$ cat src/hdl/dpc_defs.svh
// Register offsets, field positions, reset values and counts of the PLL/cal control
`ifndef DPC_DEFS_SVH
`define DPC_DEFS_SVH

`define DPC_ADDR_W          10
`define DPC_A_POWER         10'h011
`define DPC_A_IRQ_EN        10'h01f
`define DPC_A_IRQ_ST        10'h023
`define DPC_A_GAIN0_A       10'h040
`define DPC_A_GAIN0_B       10'h041
`define DPC_A_GAIN1_A       10'h044
`define DPC_A_GAIN1_B       10'h045
`define DPC_A_PLL_CTL       10'h083
`define DPC_A_PLL_ST        10'h084
`define DPC_A_LOOP_DIV      10'h085
`define DPC_A_VCO_DIV       10'h08b
`define DPC_A_REF_DIV       10'h08c
`define DPC_A_CAL_CLK       10'h0e7
`define DPC_A_CAL_SEL       10'h0e8
`define DPC_A_CAL_CTL       10'h0e9
`define DPC_A_CAL_INIT      10'h0ed
`define DPC_A_TEMP_EN       10'h12f
`define DPC_A_TEMP_LO       10'h132
`define DPC_A_TEMP_HI       10'h133
`define DPC_A_TEMP_CAP      10'h134

`define DPC_B_PLL_EN        4
`define DPC_B_PLL_RECAL     7
`define DPC_B_ST_UPPER      7
`define DPC_B_ST_LOWER      6
`define DPC_B_ST_CPDONE     5
`define DPC_B_ST_LOCK       1
`define DPC_B_IRQ_LOCK      5
`define DPC_B_IRQ_LOST      4
`define DPC_B_PD_DAC0       6
`define DPC_B_PD_DAC1       4
`define DPC_B_CAL_EN        0
`define DPC_B_CAL_START     1
`define DPC_B_CALCLK_RUN    3

`define DPC_LOOP_MIN        8'h06
`define DPC_LOOP_MAX        8'h7f
`define DPC_VCO_MIN         2'h1
`define DPC_REF_MAX         3'h5

`define DPC_RST_BYTE        8'h00
`define DPC_RST_LOOP        8'h10
`define DPC_RST_VCO         2'h2
`define DPC_RST_REF         3'h0

`define DPC_CP_CAL_TICKS    64
`define DPC_CAL_CYCLES      256

`endif

$ cat src/hdl/dpc_pkg.sv
// Types shared by the PLL and calibration control logic
package dpc_pkg;

	typedef enum logic [1:0] {
		CAL_IDLE  = 2'b00,
		CAL_ARMED = 2'b01,
		CAL_RUN   = 2'b11,
		CAL_DONE  = 2'b10
	} dpc_cal_state_t;

	typedef struct packed {
		logic       enable;
		logic       recal_pulse;
		logic [1:0] vco_output_divide_field;
		logic [4:0] vco_output_divide_ratio;
		logic [7:0] loop_divide_ratio;
		logic [2:0] reference_divide_field;
		logic [5:0] reference_divide_ratio;
	} dpc_pll_cfg_t;

	typedef struct packed {
		logic upper_edge;
		logic lower_edge;
		logic locked;
	} dpc_pll_stat_t;

	typedef struct packed {
		logic [1:0] msb;
		logic [7:0] lsb;
	} dpc_gain_t;

	typedef struct packed {
		logic       done;
		logic [2:0] fault;
	} dpc_cal_res_t;

endpackage

$ cat src/hdl/dpc_top.sv
// Register-level PLL, gain, power, self-calibration and temperature control
`timescale 1ns/1ps
`include "dpc_defs.svh"

// How it works
// Software writes fixed PLL settings, then the two-bit VCO divide field.
// Software sets loop divide ratio so phase detector input is 35-80 MHz.
// Software writes the three-bit reference divide field before PLL enable.
// Control bit 4 starts the PLL; software sets it after all settings.
// Status bit 5 shows PLL calibration finished with a valid result.
// Status bit 1 follows the PLL lock indication.
// Status bits 7 and 6 show upper and lower band edge reached.
// Clearing then setting control bit 7 triggers a PLL recalibration.
// Lock and lost events are gated by enable bits 5 and 4.
// Lock and lost pending bits 5 and 4 clear by writing ones.
// Each DAC holds a 10-bit gain code split over two byte registers.
// Unsigned samples pass straight; all ones is maximum output.
// Two's-complement samples are offset by half span via MSB flip.
// Power bit 6 powers down DAC0, bit 4 powers down DAC1.
// Software keeps power bits 7 and 2 low for band gap and bias.
// Calibration write order: clock 0x38, select, 0xa2, 0x01, 0x03, 0x30.
// Select bit 2 for DAC1, bit 0 for DAC0; bits 3 and 1 stay low.
// Page-selected DAC reports done in bit 7, faults in bits 6 to 4.
// Software powers DACs down during calibration and repeats after drift.
// Temperature sensor stays off until enable bit 0 is set.
// Writing capture bit 0 latches the temperature code into two bytes.
// Charge pump calibration runs 64 reference ticks once, then is held.
// VCO divide field values 1, 2, 3 mean divide by 4, 8, 16.
// Loop divide ratio writes outside 6 to 127 are ignored.
// Reference divide field 0 to 5 gives ratio two to that power.
// Pending PLL event bits stay set until software clears them.
module dpc_top
	import dpc_pkg::*;
#(
	parameter int CAL_CYCLES = `DPC_CAL_CYCLES,
	parameter int SAMPLE_W   = 16,
	parameter int TEMP_W     = 16
) (
	// Clock and reset
	input  wire logic                      sys_clk,
	input  wire logic                      rst_n,
	// Configuration register port
	input  wire logic [`DPC_ADDR_W-1:0]    reg_addr,
	input  wire logic [7:0]                reg_wdata,
	input  wire logic                      reg_wr,
	input  wire logic                      reg_rd,
	output logic      [7:0]                reg_rdata,
	// PLL analog side
	input  wire logic                      ref_tick,
	input  wire dpc_pll_stat_t             pll_stat,
	output dpc_pll_cfg_t                   pll_cfg,
	output logic                           cp_cal_run,
	// DAC controls
	output logic      [1:0]                dac_power_down,
	output dpc_gain_t [1:0]                full_scale_gain_code,
	// Self-calibration engine
	input  wire logic [1:0][2:0]           cal_fault,
	output logic                           cal_clock_run,
	output logic      [1:0]                cal_running,
	output logic      [7:0]                cal_initial_code,
	// Temperature sensor
	input  wire logic [TEMP_W-1:0]         temp_code_in,
	output logic                           temp_sensor_on,
	output logic                           temp_capture_pulse,
	// Sample format
	input  wire logic                      twos_mode,
	input  wire logic [SAMPLE_W-1:0]       sample_in,
	output logic      [SAMPLE_W-1:0]       sample_code
);

	localparam int CW = $clog2(CAL_CYCLES + 1);
	localparam logic [CW-1:0] CAL_LAST = CW'(CAL_CYCLES - 1);
	localparam logic [6:0]    CP_LAST  = 7'(`DPC_CP_CAL_TICKS - 1);

	generate
		if (CAL_CYCLES < 1 || TEMP_W > 16 || TEMP_W < 9 || SAMPLE_W < 2) begin : g_bad
			$error("dpc_top: unsupported parameter value");
		end
	endgenerate

	logic [7:0]          power_ctl;
	logic [7:0]          irq_en;
	logic [7:0]          irq_st;
	logic [7:0]          pll_ctl;
	logic [7:0]          cal_clk_cfg;
	logic [7:0]          cal_sel;
	logic [1:0]          cal_ctl_bits;
	logic [1:0]          cal_run_sel;
	logic [CW-1:0]       cal_cnt;
	logic [6:0]          cp_cnt;
	logic                cp_done;
	logic                lock_q;
	logic                temp_en;
	logic [15:0]         temp_code;
	dpc_cal_state_t      cal_state;
	dpc_cal_state_t      next_cal_state;
	dpc_cal_res_t [1:0]  cal_res;
	logic [7:0]          rd_mux;
	logic [7:0]          loop_ratio;
	logic [1:0]          vco_field;
	logic [2:0]          ref_field;
	logic                recal_q;

	// Write strobes
	wire wr_power   = reg_wr && reg_addr == `DPC_A_POWER;
	wire wr_irq_en  = reg_wr && reg_addr == `DPC_A_IRQ_EN;
	wire wr_irq_st  = reg_wr && reg_addr == `DPC_A_IRQ_ST;
	wire wr_pll_ctl = reg_wr && reg_addr == `DPC_A_PLL_CTL;
	wire wr_loop    = reg_wr && reg_addr == `DPC_A_LOOP_DIV;
	wire wr_vco     = reg_wr && reg_addr == `DPC_A_VCO_DIV;
	wire wr_ref     = reg_wr && reg_addr == `DPC_A_REF_DIV;
	wire wr_cal_clk = reg_wr && reg_addr == `DPC_A_CAL_CLK;
	wire wr_cal_sel = reg_wr && reg_addr == `DPC_A_CAL_SEL;
	wire wr_cal_ctl = reg_wr && reg_addr == `DPC_A_CAL_CTL;
	wire wr_cal_ini = reg_wr && reg_addr == `DPC_A_CAL_INIT;
	wire wr_temp_en = reg_wr && reg_addr == `DPC_A_TEMP_EN;
	wire wr_temp_cp = reg_wr && reg_addr == `DPC_A_TEMP_CAP;

	// Field validity
	wire loop_ok = reg_wdata >= `DPC_LOOP_MIN && reg_wdata <= `DPC_LOOP_MAX;
	wire vco_ok  = reg_wdata[1:0] >= `DPC_VCO_MIN;
	wire ref_ok  = reg_wdata[2:0] <= `DPC_REF_MAX;

	// PLL events
	wire lock_rise  = pll_stat.locked && !lock_q;
	wire lock_fall  = !pll_stat.locked && lock_q;
	wire set_lock   = lock_rise && irq_en[`DPC_B_IRQ_LOCK];
	wire set_lost   = lock_fall && irq_en[`DPC_B_IRQ_LOST];
	wire clr_lock   = wr_irq_st && reg_wdata[`DPC_B_IRQ_LOCK];
	wire clr_lost   = wr_irq_st && reg_wdata[`DPC_B_IRQ_LOST];
	wire recal_edge = wr_pll_ctl && reg_wdata[`DPC_B_PLL_RECAL]
		&& !pll_ctl[`DPC_B_PLL_RECAL];
	wire cp_step    = ref_tick && cp_cal_run;

	// Calibration sequencing
	wire cal_tick   = cal_state == CAL_RUN && cal_clk_cfg[`DPC_B_CALCLK_RUN];
	wire cal_finish = cal_tick && cal_cnt == CAL_LAST;
	wire cal_start  = wr_cal_ctl && reg_wdata[`DPC_B_CAL_EN]
		&& reg_wdata[`DPC_B_CAL_START] && cal_state != CAL_RUN;
	wire [1:0] sel_now = {cal_sel[2], cal_sel[0]};
	wire [1:0] page    = sel_now;
	wire temp_take  = wr_temp_cp && reg_wdata[0] && temp_en;

	// Power, enables and PLL dividers
	always_ff @(posedge sys_clk) begin
		if (!rst_n) begin
			power_ctl <= `DPC_RST_BYTE;
			irq_en    <= `DPC_RST_BYTE;
			pll_ctl   <= `DPC_RST_BYTE;
			temp_en   <= 1'b0;
		end else begin
			if (wr_power)
				power_ctl <= reg_wdata;
			if (wr_irq_en)
				irq_en <= reg_wdata;
			if (wr_pll_ctl)
				pll_ctl <= reg_wdata;
			if (wr_temp_en)
				temp_en <= reg_wdata[0];
		end
	end

	always_ff @(posedge sys_clk) begin
		if (!rst_n) begin
			loop_ratio <= `DPC_RST_LOOP;
			vco_field  <= `DPC_RST_VCO;
			ref_field  <= `DPC_RST_REF;
		end else begin
			if (wr_loop && loop_ok)
				loop_ratio <= reg_wdata;
			if (wr_vco && vco_ok)
				vco_field <= reg_wdata[1:0];
			if (wr_ref && ref_ok)
				ref_field <= reg_wdata[2:0];
		end
	end

	// Divide by 16 needs a shift of four, so widen before adding
	wire [4:0] vco_ratio = 5'd1 << ({1'b0, vco_field} + 3'd1);
	wire [5:0] ref_ratio = 6'd1 << ref_field;
	assign pll_cfg = '{
		enable:                  pll_ctl[`DPC_B_PLL_EN],
		recal_pulse:             recal_q,
		vco_output_divide_field: vco_field,
		vco_output_divide_ratio: vco_ratio,
		loop_divide_ratio:       loop_ratio,
		reference_divide_field:  ref_field,
		reference_divide_ratio:  ref_ratio
	};
	assign dac_power_down = {power_ctl[`DPC_B_PD_DAC1],
		power_ctl[`DPC_B_PD_DAC0]};
	assign temp_sensor_on = temp_en;
	assign cp_cal_run = pll_cfg.enable && !cp_done;

	// Recalibration pulse and charge pump calibration
	always_ff @(posedge sys_clk) begin
		if (!rst_n) begin
			recal_q             <= 1'b0;
			cp_cnt              <= 7'h00;
			cp_done             <= 1'b0;
			lock_q              <= 1'b0;
		end else begin
			recal_q             <= recal_edge;
			lock_q              <= pll_stat.locked;
			if (cp_step) begin
				cp_cnt <= cp_cnt + 7'h01;
				if (cp_cnt == CP_LAST)
					cp_done <= 1'b1;
			end
		end
	end

	// Sticky event bits, set wins over clear
	always_ff @(posedge sys_clk) begin
		if (!rst_n) begin
			irq_st <= `DPC_RST_BYTE;
		end else begin
			irq_st[`DPC_B_IRQ_LOCK] <= set_lock
				|| (irq_st[`DPC_B_IRQ_LOCK] && !clr_lock);
			irq_st[`DPC_B_IRQ_LOST] <= set_lost
				|| (irq_st[`DPC_B_IRQ_LOST] && !clr_lost);
		end
	end

	// Calibration configuration
	always_ff @(posedge sys_clk) begin
		if (!rst_n) begin
			cal_clk_cfg      <= `DPC_RST_BYTE;
			cal_sel          <= `DPC_RST_BYTE;
			cal_initial_code <= `DPC_RST_BYTE;
			cal_ctl_bits     <= 2'h0;
		end else begin
			if (wr_cal_clk)
				cal_clk_cfg <= reg_wdata;
			if (wr_cal_sel)
				cal_sel <= reg_wdata;
			if (wr_cal_ini)
				cal_initial_code <= reg_wdata;
			if (wr_cal_ctl)
				cal_ctl_bits <= reg_wdata[1:0];
		end
	end

	assign cal_clock_run = cal_clk_cfg[`DPC_B_CALCLK_RUN];

	always_comb begin
		next_cal_state = cal_state;
		case (cal_state)
			CAL_IDLE: begin
				if (cal_start)
					next_cal_state = CAL_RUN;
				else if (wr_cal_ctl && reg_wdata[`DPC_B_CAL_EN])
					next_cal_state = CAL_ARMED;
			end
			CAL_ARMED, CAL_DONE: begin
				if (wr_cal_ctl && !reg_wdata[`DPC_B_CAL_EN])
					next_cal_state = CAL_IDLE;
				else if (cal_start)
					next_cal_state = CAL_RUN;
			end
			CAL_RUN: begin
				if (wr_cal_ctl && !reg_wdata[`DPC_B_CAL_EN])
					next_cal_state = CAL_IDLE;
				else if (cal_finish)
					next_cal_state = CAL_DONE;
			end
			default: next_cal_state = CAL_IDLE;
		endcase
	end

	always_ff @(posedge sys_clk) begin
		if (!rst_n) begin
			cal_state   <= CAL_IDLE;
			cal_cnt     <= '0;
			cal_run_sel <= 2'h0;
		end else begin
			cal_state <= next_cal_state;
			if (cal_start) begin
				cal_cnt     <= '0;
				cal_run_sel <= sel_now;
			end else if (cal_tick) begin
				cal_cnt <= cal_cnt + CW'(1);
			end
		end
	end

	// Per-DAC gain code and calibration result
	genvar g;
	generate
		for (g = 0; g < 2; g++) begin : g_dac
			wire wr_a = reg_wr && reg_addr ==
				(g == 0 ? `DPC_A_GAIN0_A : `DPC_A_GAIN1_A);
			wire wr_b = reg_wr && reg_addr ==
				(g == 0 ? `DPC_A_GAIN0_B : `DPC_A_GAIN1_B);
			always_ff @(posedge sys_clk) begin
				if (!rst_n) begin
					full_scale_gain_code[g] <= '0;
					cal_res[g]              <= '0;
				end else begin
					if (wr_a)
						full_scale_gain_code[g].msb <= reg_wdata[1:0];
					if (wr_b)
						full_scale_gain_code[g].lsb <= reg_wdata;
					if (cal_start && sel_now[g])
						cal_res[g] <= '0;
					else if (cal_finish && cal_run_sel[g])
						cal_res[g] <= {1'b1, cal_fault[g]};
				end
			end
			assign cal_running[g] = cal_state == CAL_RUN && cal_run_sel[g];
		end
	endgenerate

	// Temperature capture
	always_ff @(posedge sys_clk) begin
		if (!rst_n) begin
			temp_code          <= 16'h0000;
			temp_capture_pulse <= 1'b0;
		end else begin
			temp_capture_pulse <= temp_take;
			if (temp_take)
				temp_code <= 16'(temp_code_in);
		end
	end

	// Sample format conversion
	always_ff @(posedge sys_clk) begin
		if (!rst_n)
			sample_code <= '0;
		else
			sample_code <= {sample_in[SAMPLE_W-1] ^ twos_mode,
				sample_in[SAMPLE_W-2:0]};
	end

	// Read data selection
	always_comb begin
		rd_mux = 8'h00;
		if (reg_addr == `DPC_A_POWER)
			rd_mux = power_ctl;
		else if (reg_addr == `DPC_A_IRQ_EN)
			rd_mux = irq_en;
		else if (reg_addr == `DPC_A_IRQ_ST)
			rd_mux = irq_st;
		else if (reg_addr == `DPC_A_GAIN0_A)
			rd_mux = {6'h00, full_scale_gain_code[0].msb};
		else if (reg_addr == `DPC_A_GAIN0_B)
			rd_mux = full_scale_gain_code[0].lsb;
		else if (reg_addr == `DPC_A_GAIN1_A)
			rd_mux = {6'h00, full_scale_gain_code[1].msb};
		else if (reg_addr == `DPC_A_GAIN1_B)
			rd_mux = full_scale_gain_code[1].lsb;
		else if (reg_addr == `DPC_A_PLL_CTL)
			rd_mux = pll_ctl;
		else if (reg_addr == `DPC_A_PLL_ST)
			rd_mux = {pll_stat.upper_edge, pll_stat.lower_edge, cp_done,
				3'h0, pll_stat.locked, 1'b0};
		else if (reg_addr == `DPC_A_LOOP_DIV)
			rd_mux = pll_cfg.loop_divide_ratio;
		else if (reg_addr == `DPC_A_VCO_DIV)
			rd_mux = {6'h00, pll_cfg.vco_output_divide_field};
		else if (reg_addr == `DPC_A_REF_DIV)
			rd_mux = {5'h00, pll_cfg.reference_divide_field};
		else if (reg_addr == `DPC_A_CAL_CLK)
			rd_mux = cal_clk_cfg;
		else if (reg_addr == `DPC_A_CAL_SEL)
			rd_mux = cal_sel;
		else if (reg_addr == `DPC_A_CAL_CTL)
			rd_mux = {page[0] ? cal_res[0] : (page[1] ? cal_res[1] : 4'h0),
				2'h0, cal_ctl_bits};
		else if (reg_addr == `DPC_A_CAL_INIT)
			rd_mux = cal_initial_code;
		else if (reg_addr == `DPC_A_TEMP_EN)
			rd_mux = {7'h00, temp_en};
		else if (reg_addr == `DPC_A_TEMP_LO)
			rd_mux = temp_code[7:0];
		else if (reg_addr == `DPC_A_TEMP_HI)
			rd_mux = temp_code[15:8];
	end

	always_ff @(posedge sys_clk) begin
		if (!rst_n)
			reg_rdata <= 8'h00;
		else
			reg_rdata <= reg_rd ? rd_mux : 8'h00;
	end
endmodule // dpc_top

$ cat config.mk
export PLATFORM = sky130hd
export DESIGN_NAME = dpc_top
export DESIGN_NICKNAME = d
export VERILOG_FILES = /design/src/hdl/dpc_pkg.sv /design/src/hdl/dpc_top.sv
export VERILOG_INCLUDE_DIRS = /design/src /design/src/hdl
export SDC_FILE = /design/constraint.sdc
export NUM_CORES = 1
export LEC_CHECK = 0
export ABC_AREA = 1
export BUFFER_PORTS_ARGS = -buffer_cell sky130_fd_sc_hd__buf_4
export CORE_UTILIZATION = 57
export CTS_BUF_LIST = sky130_fd_sc_hd__clkbuf_4
export CTS_CLUSTER_DIAMETER = 60
export DETAILED_ROUTE_END_ITERATION = 16
export PLACE_DENSITY = 0.8
export SLEW_MARGIN = 40
export SYNTH_ARGS = -nofsm -noshare
export SYNTH_HDL_FRONTEND = slang
export SYNTH_SLANG_ARGS = --single-unit
$ cat constraint.sdc
create_clock -name sys_clk -period 2.2 [get_ports sys_clk]
set_input_delay 0.22 -clock sys_clk [delete_from_list [all_inputs] [get_ports sys_clk]]
set_output_delay 0.22 -clock sys_clk [all_outputs]
set_load 0.01 [all_outputs]
==> results.md, run 1 <==
Detailed routing:
- Dividing the detail-routed via count by the number of cells gives approximately 5.3.
- The count of nets left with antenna violations after detail routing is 0.
- The detailed router finished its first iteration with about 640 violations.
- For this run, design rule violations remaining after detail routing come to 0.
- The total via count after detailed routing is 7377.
- The first TritonRoute pass finished after 5 iterations.
- The final routed wire length divided by cell count is 15.4 um.
- The post-detailed-routing wire length is 21400 um.

Hold path:
- The beginning of the worst hold path is pll_stat[1].
- Counting instances, the worst hold path has a depth of 5.
- The min-delay analysis places its worst path in the category in2reg.
- The worst-case hold path end point is reg_rdata[6]$_SDFF_PN0_.

Clocking:
- The clock tree synthesis step divided the H-tree into 4 levels.
- For this design, the CTS-stage hold fixing added 49 buffers.
- The maximum buffer depth of the clock tree is 2.
- The clock buffer count from CTS is 17.
- The clock latency at the later pin of the worst-skew pair is approximately 0.56 ns.
- The number of sinks handled by clock tree synthesis is 158.
- The tree is rooted in a sky130_fd_sc_hd__clkbuf_4.
- After clock tree synthesis, the clock-pin slew on the worst setup and hold paths is ~0.13 ns.
- Post-CTS timing repair inserted 0 buffers for setup.
- The count of cells resized by post-cts repair is 0.
- The CTS tree is yes.

Cells and area:
- Summing all multi-input logic gate instances after layout gives about 3200 um2.
- The sequential cells in the finished layout cover a total of between 3000 and 4000 um2.
- The library cell used most frequently in the layout, excluding fill and tap cells, is sky130_fd_sc_hd__buf_4.
- The top cell types in the final layout, fill and taps aside, are 186 x sky130_fd_sc_hd__buf_4, 158 x sky130_fd_sc_hd__dfxtp_1, 154 x sky130_fd_sc_hd__nand2_1, 152 x sky130_fd_sc_hd__inv_1, 110 x sky130_fd_sc_hd__a21oi_1.
- The fraction of layout instances using a drive strength above 1 is between 10% and 20%.
- The number of filler instances in the final layout is between 900 and 1000.
- The non-filler instance count after layout is about 1400.
- Measured on the finished design, the core utilization comes to around 77%.
- The net count of the finished layout is approximately 1300.
- With fillers left out, the area of the finished cells amounts to approximately 9300 um2.
- The area added between synthesis and finish is 30.4%.

Worst setup path:
- At the worst endpoint, the required time is around 2.7 ns.
- The number of buffers and inverters on the critical path is 1.
- STA classifies the critical path endpoint as a register.
- At the worst endpoint, the arrival time is approximately 2.4 ns.
- The cell type of the slowest stage on the worst timing path is sky130_fd_sc_hd__dfxtp_1.
- The signal on the critical path passes through ha_1 -> nand3_1 -> nor2_1 -> and3_1 -> ha_1 -> nand2_1 -> clkinv_1 -> o21ai_1 -> a31oi_4 -> o21ai_1 -> a31oi_1.
- Grouping stages by cell kind, the critical path spends the most delay in compound AO/OA/AOI/OAI gates.
- The number of cells on the worst reg-to-reg path is 11.
- The nature of the critical path startpoint is a register.
- The critical path is of the reg2reg type.
- The largest incremental delay on the critical path is between 0.3 and 0.4 ns.
- The critical-path maximum fanout is 9.
- In this run the register-to-register setup slack is about 0.25 ns.
- The worst reg2reg path startpoint is cal_cnt[0]$_SDFFE_PP0P_.
- The endpoint of the worst register-to-register path is cal_state[0]$_SDFFE_PN0P_.

STA:
- The share of the cycle needed by the critical path after routing is roughly nine tenths.
- The tightest hold path in the finished design has a slack of 0.0361 ns.
- For the pin with the worst max-slew slack, the measured transition is between 0.6 and 0.7 ns.
- The final critical path time including I/O delays and setup is slightly below 2 ns.
- The final number of setup-violating endpoints is 0.
- Setup repair after global routing left no endpoint under its margin.
- The setup total negative slack is 0 ns.
- For the final database, setup skew stands at 0.0146 ns.
- The worst setup margin is between 0.2 and 0.25 ns.
- Measured against its own limit, the worst slew margin works out to around three fifths.
- The max-slew violation total from the final report was 0.
- The final count of hold timing violations was 0.
- The highest clock rate is slightly above 500 MHz.

Synthesis:
- Counting flops and latches in the post-synthesis netlist gives ~160.
- The async set or reset register ratio after synthesis is 0%.
- Each instance of the synthesized netlist takes up on average 7.22 um2.
- The post-synth net total is 1058.
- Among all flip-flop cells after synthesis, the most frequent one is sky130_fd_sc_hd__dfxtp_1.
- The number of unique standard cell types used by synthesis is 46.
- In this run, synthesis inferred 0 flip-flops with an integrated enable.
- The cell count after synthesis is a little under 1000.
- Yosys printed 0 warnings.
- The cell area that synthesis handed to floorplanning was 7130 um2.
- After synthesis, flip-flops and latches occupy between 40% and 50% of the total area.

Power and ir drop:
- In this run the power spent charging and discharging nets is between 1 and 1.5 mW.
- The overall power after layout is a little over 5 mW.
- The clock network fraction of total power is a little under a third.
- The ratio of total power to cell area is roughly 550 nW/um2.
- Net switching is 27.2% of the power.
- Across the VDD grid, the largest voltage drop is ~0.48 mV.
- The leakage dissipation is ~4 nW.
- The cell-internal power is roughly 3.7 mW.
- Sequential cells account for a little under three fifths of the total power.
- The share of total power in combinational logic is around 12%.

GRT:
- The maximum number of pins on one net before global-route repair is 37.
- The met2 usage in global routing is a little under three fifths.
- The global-route wire length before repair is between 30000 and 40000 um.
- The number of global-route vias before repair was between 6000 and 7000.
- The initial antenna violation count is 1.
- The combined global-route utilization of all metal layers is between 30% and 40%.
- The remaining global-route overflow is 0.
- After global routing, the most crowded layer is met2.
- In the global route stage, met1 resource usage came out at a little over two fifths.
- Global routing consumed, on the met3 layer, 6.11% of the routing resources.

Die:
- The core region is about 12000 um2.
- The floorplan has 40 rows.
- The die footprint is between 10000 and 15000 um2.
- between 150 and 200 I/O pins were placed.
- The die outline width is roughly 110 um.
- The overall die height is between 100 and 150 um.
- The initial cell density of the core is about three fifths.

Placed design:
- The wire-length estimate of the detail-placed layout is ~15000 um.
- The area after detailed placement is ~8600 um2.
- The congestion estimate from routability-driven global placement came to roughly 0.93.
- Before CTS, the worst setup slack after placement is 0.162 ns.
- The number of cells after detailed placement is around 1300.
- In this run the tool buffered the top-level ports with roughly 150 buffer cells.

Outcome:
- The run finished with clean final reports.

Flow run:
- The max-capacitance violation count is 0.
==> worst max path at each step <==
stage / startpoint / to / depth (start not counted)
after detailed placement: reg_addr[5] / reg_rdata[2]$_SDFF_PN0_ / 11
after global routing: cal_state[0]$_SDFFE_PN0P_ / cal_state[0]$_SDFFE_PN0P_ / 9
after CTS: cal_cnt[0]$_SDFFE_PP0P_ / cal_state[1]$_SDFFE_PN0P_ / 11
after global placement: reg_addr[5] / reg_rdata[2]$_SDFF_PN0_ / 11
final: cal_cnt[0]$_SDFFE_PP0P_ / cal_state[0]$_SDFFE_PN0P_ / 11
after floorplan: cal_cnt[0]$_SDFFE_PP0P_ / cal_state[1]$_SDFFE_PN0P_ / 11
==> final cells by class <==
class	count	area share [%]
flip-flops and latches	158	34.0
inverters	161	6.50
diodes	1	0.0269
multi-input cells	632	34.4
clock buffers	18	1.45
well taps	168	2.26
repair buffers	235	20.3
clock inverters	13	1.08
==> routing by layer <==
layer,up-vias,part of all wire [%],wire length (um)
met2,337,48,10300
met3,31,8.0,1700
met5,-,0,0
li1,3670,-,-
met1,3339,42,8950
met4,0,1.9,405
==> tightest hold or removal path: cells and delay by family <==
family | cells | cell delay, ns
AOI/OAI and AO/OA | 1 | 0.07
buffers and inverters | 1 | 0.09
and+or+nand+nor | 3 | 0.18
==> synthesized netlist by cell type, types with 5 or more instances <==
cell                       number  area share, %
sky130_fd_sc_hd__a21oi_1      110            7.7
sky130_fd_sc_hd__dfxtp_1      158             44
sky130_fd_sc_hd__clkbuf_1      23            1.2
sky130_fd_sc_hd__o21ai_0      102            7.2
sky130_fd_sc_hd__nand2_1      154            8.1
sky130_fd_sc_hd__nand4_1       11           0.97
sky130_fd_sc_hd__buf_2          8           0.56
sky130_fd_sc_hd__buf_4          5           0.53
sky130_fd_sc_hd__inv_1        152            8.0
sky130_fd_sc_hd__nor3_1        20            1.4
sky130_fd_sc_hd__a211oi_1      23            2.4
sky130_fd_sc_hd__o21ai_1        6           0.42
sky130_fd_sc_hd__nand3_1       45            3.2
sky130_fd_sc_hd__o22ai_1        9           0.79
sky130_fd_sc_hd__inv_2          5           0.26
sky130_fd_sc_hd__nor4_1         7           0.61
sky130_fd_sc_hd__ha_1           6            1.1
sky130_fd_sc_hd__nor2_1        90            4.7
==> power by group through the flow <==
stage | combinational [mW] | clock (mW) | sequential (mW)
after floorplan | 0.300 | 0 | 2.98
after global placement | 0.530 | 0 | 2.98
after detailed placement | 0.539 | 0 | 2.98
after CTS | 0.610 | 1.58 | 2.91
after global routing | 0.678 | 1.73 | 2.92
final | 0.624 | 1.57 | 2.92
==> flip-flops by register name, summed over array words and instances, names as in the netlist, 8 cells and up <==
| signal | cells |
|---|---|
| cal_res | 8 |
| power_ctl | 8 |
| cal_sel | 8 |
| cal_initial_code | 8 |
| cal_clk_cfg | 8 |
| pll_ctl | 8 |
| full_scale_gain_code | 20 |
| loop_ratio | 8 |
| reg_rdata | 8 |
| irq_en | 8 |
| cal_cnt | 9 |
| temp_code | 16 |
| sample_code | 16 |
==> cell families (layout without fill, tap and decap cells) <==
family / Yosys count / in the layout / synth area share, %
xor+xnor: 5 / 5 / 0.614
flops: 158 / 158 / 44.4
other cells: 1 / 2 / 0.0526
compound gates: 266 / 266 / 20.6
buf+inv: 197 / 427 / 10.8
simple gates: 354 / 354 / 22.6
fa+ha+maj: 6 / 6 / 1.05
Power figures use the tool's default switching activity.
==> run 2: changes to the inputs <==
Settings changed: CORE_UTILIZATION 57 to 50, PLACE_DENSITY 0.8 to 0.71.
==> results.md, run 2 (synthesized netlist as in run 1, its figures left out) <==
Hold path:
- The worst hold path begins at reg_wdata[0].
- The depth of the worst hold-timing path is 3.
- The worst-case hold path end point is power_ctl[0]$_SDFFE_PN0P_.
- The worst hold path belongs to the class in2reg.

GRT:
- The number of global-route vias before repair is between 6000 and 7000.
- Entering global routing, the biggest net connects 31 pins.
- The combined global-route utilization of all metal layers is a little under a third.
- The global-route wire length before repair is roughly 35000 um.
- The total overflow left after global routing is 0.
- The initial antenna violation count came to 0.

Power and ir drop:
- The net switching component of the power is about 1.4 mW.
- Total power for the finished layout comes to between 5 and 6 mW.
- Net switching is between 20% and 30% of the power.
- The worst-case IR drop observed on VDD is between 0.6 and 0.7 mV.
- The share of total power in combinational logic is between 10% and 20%.
- In this run, flip-flops and latches consume ~52% of the power.
- The clock network fraction of total power is a little under two fifths.
- The cell-internal power is between 4 and 5 mW.
- The ratio of total power to cell area is about 600 nW/um2.
- In this run the static leakage power is 4.13 nW.

Worst setup path:
- The worst register-to-register path begins at cal_state[0]$_SDFFE_PN0P_.
- The kind of cell with the highest combined delay on the critical path is simple AND/OR/NAND/NOR gates.
- On the critical path, the stage with the largest delay is an instance of sky130_fd_sc_hd__dlygate4sd3_1.
- The worst setup path is captured at a register.
- The nature of the critical path startpoint is an input port.
- Walking the worst path, the cells encountered are dlygate4sd3_1 -> buf_4 -> inv_1 -> nand2_2 -> nor2_1 -> nand3_1 -> nand2_1 -> nor2_1 -> nand2_1 -> nand2_1 -> nand3_1 -> nand2_1 -> nand2_1 -> nand2_1 -> nand3_1 -> nand2_1 -> nand2_1 -> nand2_1 -> a21oi_1.
- The number of buffers and inverters on the critical path is 3.
- The data required time at the worst endpoint is between 2 and 3 ns.
- STA puts the critical path data arrival time at ~2.5 ns.
- Of all nets on the critical path, the largest fanout is 10.
- The largest incremental delay on the critical path is roughly 0.57 ns.
- In this run the worst setup path begins at reg_addr[9].
- Counting cells, the worst reg-to-reg path comes to 9.
- The type of the worst setup path is in2reg.
- The endpoint of the worst register-to-register path is cal_state[0]$_SDFFE_PN0P_.
- The setup check on the worst reg-to-reg path leaves a slack of 0.27 ns.
- In this design, the critical path's most frequently occurring cell is sky130_fd_sc_hd__nand2_1.

STA:
- The worst hold margin is 0.0457 ns.
- The max-slew violation total from the final report is 0.
- Derived from the worst setup path, the maximum achievable clock frequency is approximately 500 MHz.
- The setup total negative slack is 0 ns.
- The clock skew is 0.0147 ns.
- The final count of hold timing violations is 0.
- The final critical path time including I/O delays and setup is 2.01 ns.
- Setup violations remaining at the end of the flow were counted as 0.
- The share of the cycle needed by the critical path after routing is about nine tenths.
- Setup repair after global routing left no endpoint under its margin.

Detailed routing:
- Dividing the detail-routed via count by the number of cells gives between 5 and 6.
- For this run, design rule violations remaining after detail routing come to 0.
- The number of iterations in the first detailed-routing pass is 6.
- The post-detailed-routing wire length is about 22000 um.
- In this run, the number of DRC markers left after iteration 0 of detailed routing was 570.
- The count of nets left with antenna violations after detail routing is 0.
- The total via count after detailed routing is approximately 7400.
- The final routed wire length divided by cell count is approximately 16 um.

Cells and area:
- In the final layout, the registers with the most flip-flops are full_scale_gain_code x20, sample_code x16, temp_code x16.
- More flip-flops sit in one register than any other, and that register is full_scale_gain_code.
- The number of filler instances in the final layout is 1242.
- The top cell types in the final layout, fill and taps aside, are 183 x sky130_fd_sc_hd__buf_4, 158 x sky130_fd_sc_hd__dfxtp_1, 154 x sky130_fd_sc_hd__nand2_1, 152 x sky130_fd_sc_hd__inv_1, 110 x sky130_fd_sc_hd__a21oi_1.
- The flip-flop count of the largest register, all copies and words added is 20.
- The area added between synthesis and finish is 32.0%.
- The post-layout utilization of the core is 67.8%.
- The total number of nets in the final design is about 1300.
- The library cell used most frequently in the layout, excluding fill and tap cells, is sky130_fd_sc_hd__buf_4.
- The number of diodes is 0.
- Cells with a size suffix above 1 make up around a fifth of the layout.

Die:
- The region available for standard cell placement spans between 10000 and 15000 um2.
- The die footprint is 14700 um2.
- In this run the vertical extent of the chip is roughly 120 um.
- The initial cell density of the core is between 50 and 60%.
- Row generation in the floorplan step produced 43 rows.
- around 150 I/O pins were placed.
- The die outline width is 121 um.

Clocking:
- The post-CTS repair timing setup buffer count is 0.
- Clock latency on the worst-skew pair, taken at its later pin, is 0.58 ns.
- The number of sinks handled by clock tree synthesis is 158.
- Clock-pin slew was measured on the worst setup and hold paths at approximately 0.13 ns.
- CTS placed an instance of sky130_fd_sc_hd__clkbuf_4 at the clock tree root.
- The H-tree generated during clock tree synthesis spans 4 levels.
- No sink is reached through more buffers than the 2 on the longest clock path.
- In this run, CTS created clock tree buffers numbering 17.
- TritonCTS built the clock tree.

Placed design:
- The half-perimeter wire length of the detailed placement result is roughly 16000 um.
- The final RePlAce weighted congestion is between 0.9 and 1.
- Buffers placed on the I/O ports in this run total between 100 and 150.

Flow run:
- Max-cap violations in this run came to 0.

Outcome:
- The flow ran to the end, and the final reports show no timing, DRC or antenna violations.
## run 2: cell types whose count changed in the layout (fill, tap and decap cells not counted)
| cell | previous run | this run |
|---|---|---|
| sky130_fd_sc_hd__clkinv_2 | 3 | 0 |
| sky130_fd_sc_hd__diode_2 | 1 | 0 |
| sky130_fd_sc_hd__dlygate4sd3_1 | 49 | 50 |
| sky130_fd_sc_hd__nor2_2 | 4 | 5 |
| sky130_fd_sc_hd__bufinv_16 | 1 | 5 |
| sky130_fd_sc_hd__buf_4 | 186 | 183 |
| sky130_fd_sc_hd__inv_6 | 1 | 3 |
| sky130_fd_sc_hd__nor2_1 | 90 | 89 |
| sky130_fd_sc_hd__clkbuf_4 | 18 | 17 |
| sky130_fd_sc_hd__clkinvlp_4 | 3 | 2 |
## run 2: cell type report
cell class | count | area [um2] | share of cell area, %
Clock buffer | 17 | 128 | 1.36
Clock inverter | 15 | 215 | 2.29
Inverter | 161 | 604 | 6.42
Multi-Input combinational cell | 632 | 3200 | 34.0
Sequential cell | 158 | 3160 | 33.6
Tap cell | 180 | 225 | 2.39
Timing Repair Buffer | 233 | 1870 | 19.9
## run 2: worst reg2reg max path, stage by stage, from the launching register on
cell and delay [ns]:
sky130_fd_sc_hd__dfxtp_1 0.38, sky130_fd_sc_hd__ha_1 0.34, sky130_fd_sc_hd__nand2_1 0.20, sky130_fd_sc_hd__inv_1 0.17
sky130_fd_sc_hd__nand2_1 0.07, sky130_fd_sc_hd__clkinv_1 0.15, sky130_fd_sc_hd__o21ai_1 0.13, sky130_fd_sc_hd__a31oi_4 0.20
sky130_fd_sc_hd__o21ai_1 0.08, sky130_fd_sc_hd__a31oi_1 0.15
## run 2: power groups by stage
stage	Clock [mW]	Combinational (mW)	Sequential [mW]
finish	2.06	0.624	2.91
global route	2.22	0.688	2.92
CTS	2.09	0.615	2.91
detailed placement	0	0.541	2.98
global placement	0	0.537	2.98
floorplan	0	0.300	2.98
## run 2: repair_timing
item	in CTS	in global routing
hold buffers	50	0
setup endpoints to repair	0	3
resized for setup	0	1
endpoints found under the hold margin	71	0
## run 2: routing by layer
metal / part of all wire (%) / global-route usage [%] / up-vias
met3: 6.0 / 5.78 / 64
li1: - / - / 3667
met4: 3.3 / 12.7 / 0
met1: 43 / 39.2 / 3378
met2: 48 / 50.9 / 288
met5: 0 / 0 / -
## run 2: worst max-delay path by stage
| stage | endpoint | slack (ns) | cells after the start |
|---|---|---|---|
| 2_1_floorplan | cal_state[1]$_SDFFE_PN0P_ | 0.47 | 11 |
| 3_3_place_gp | reg_rdata[1]$_SDFF_PN0_ | 0.19 | 16 |
| 3_5_place_dp | ref_field[0]$_SDFFE_PN0P_ | 0.13 | 9 |
| 4_1_cts | loop_ratio[5]$_SDFFE_PN0P_ | 0.24 | 11 |
| 5_1_grt | cal_state[1]$_SDFFE_PN0P_ | 0.01 | 12 |
| 6_report | reg_rdata[1]$_SDFF_PN0_ | 0.19 | 19 |
## run 2: per-stage QoR
stage | cells | setup WS (ns) | cell area (um2)
CTS | 1396 | 0.238 | 9410
floorplan | 987 | 0.471 | 7130
detailed placement | 1314 | 0.127 | 8560
global placement | 1314 | 0.186 | 8560
finish | 1396 | 0.190 | 9410
global route | 1396 | 0.0129 | 9410
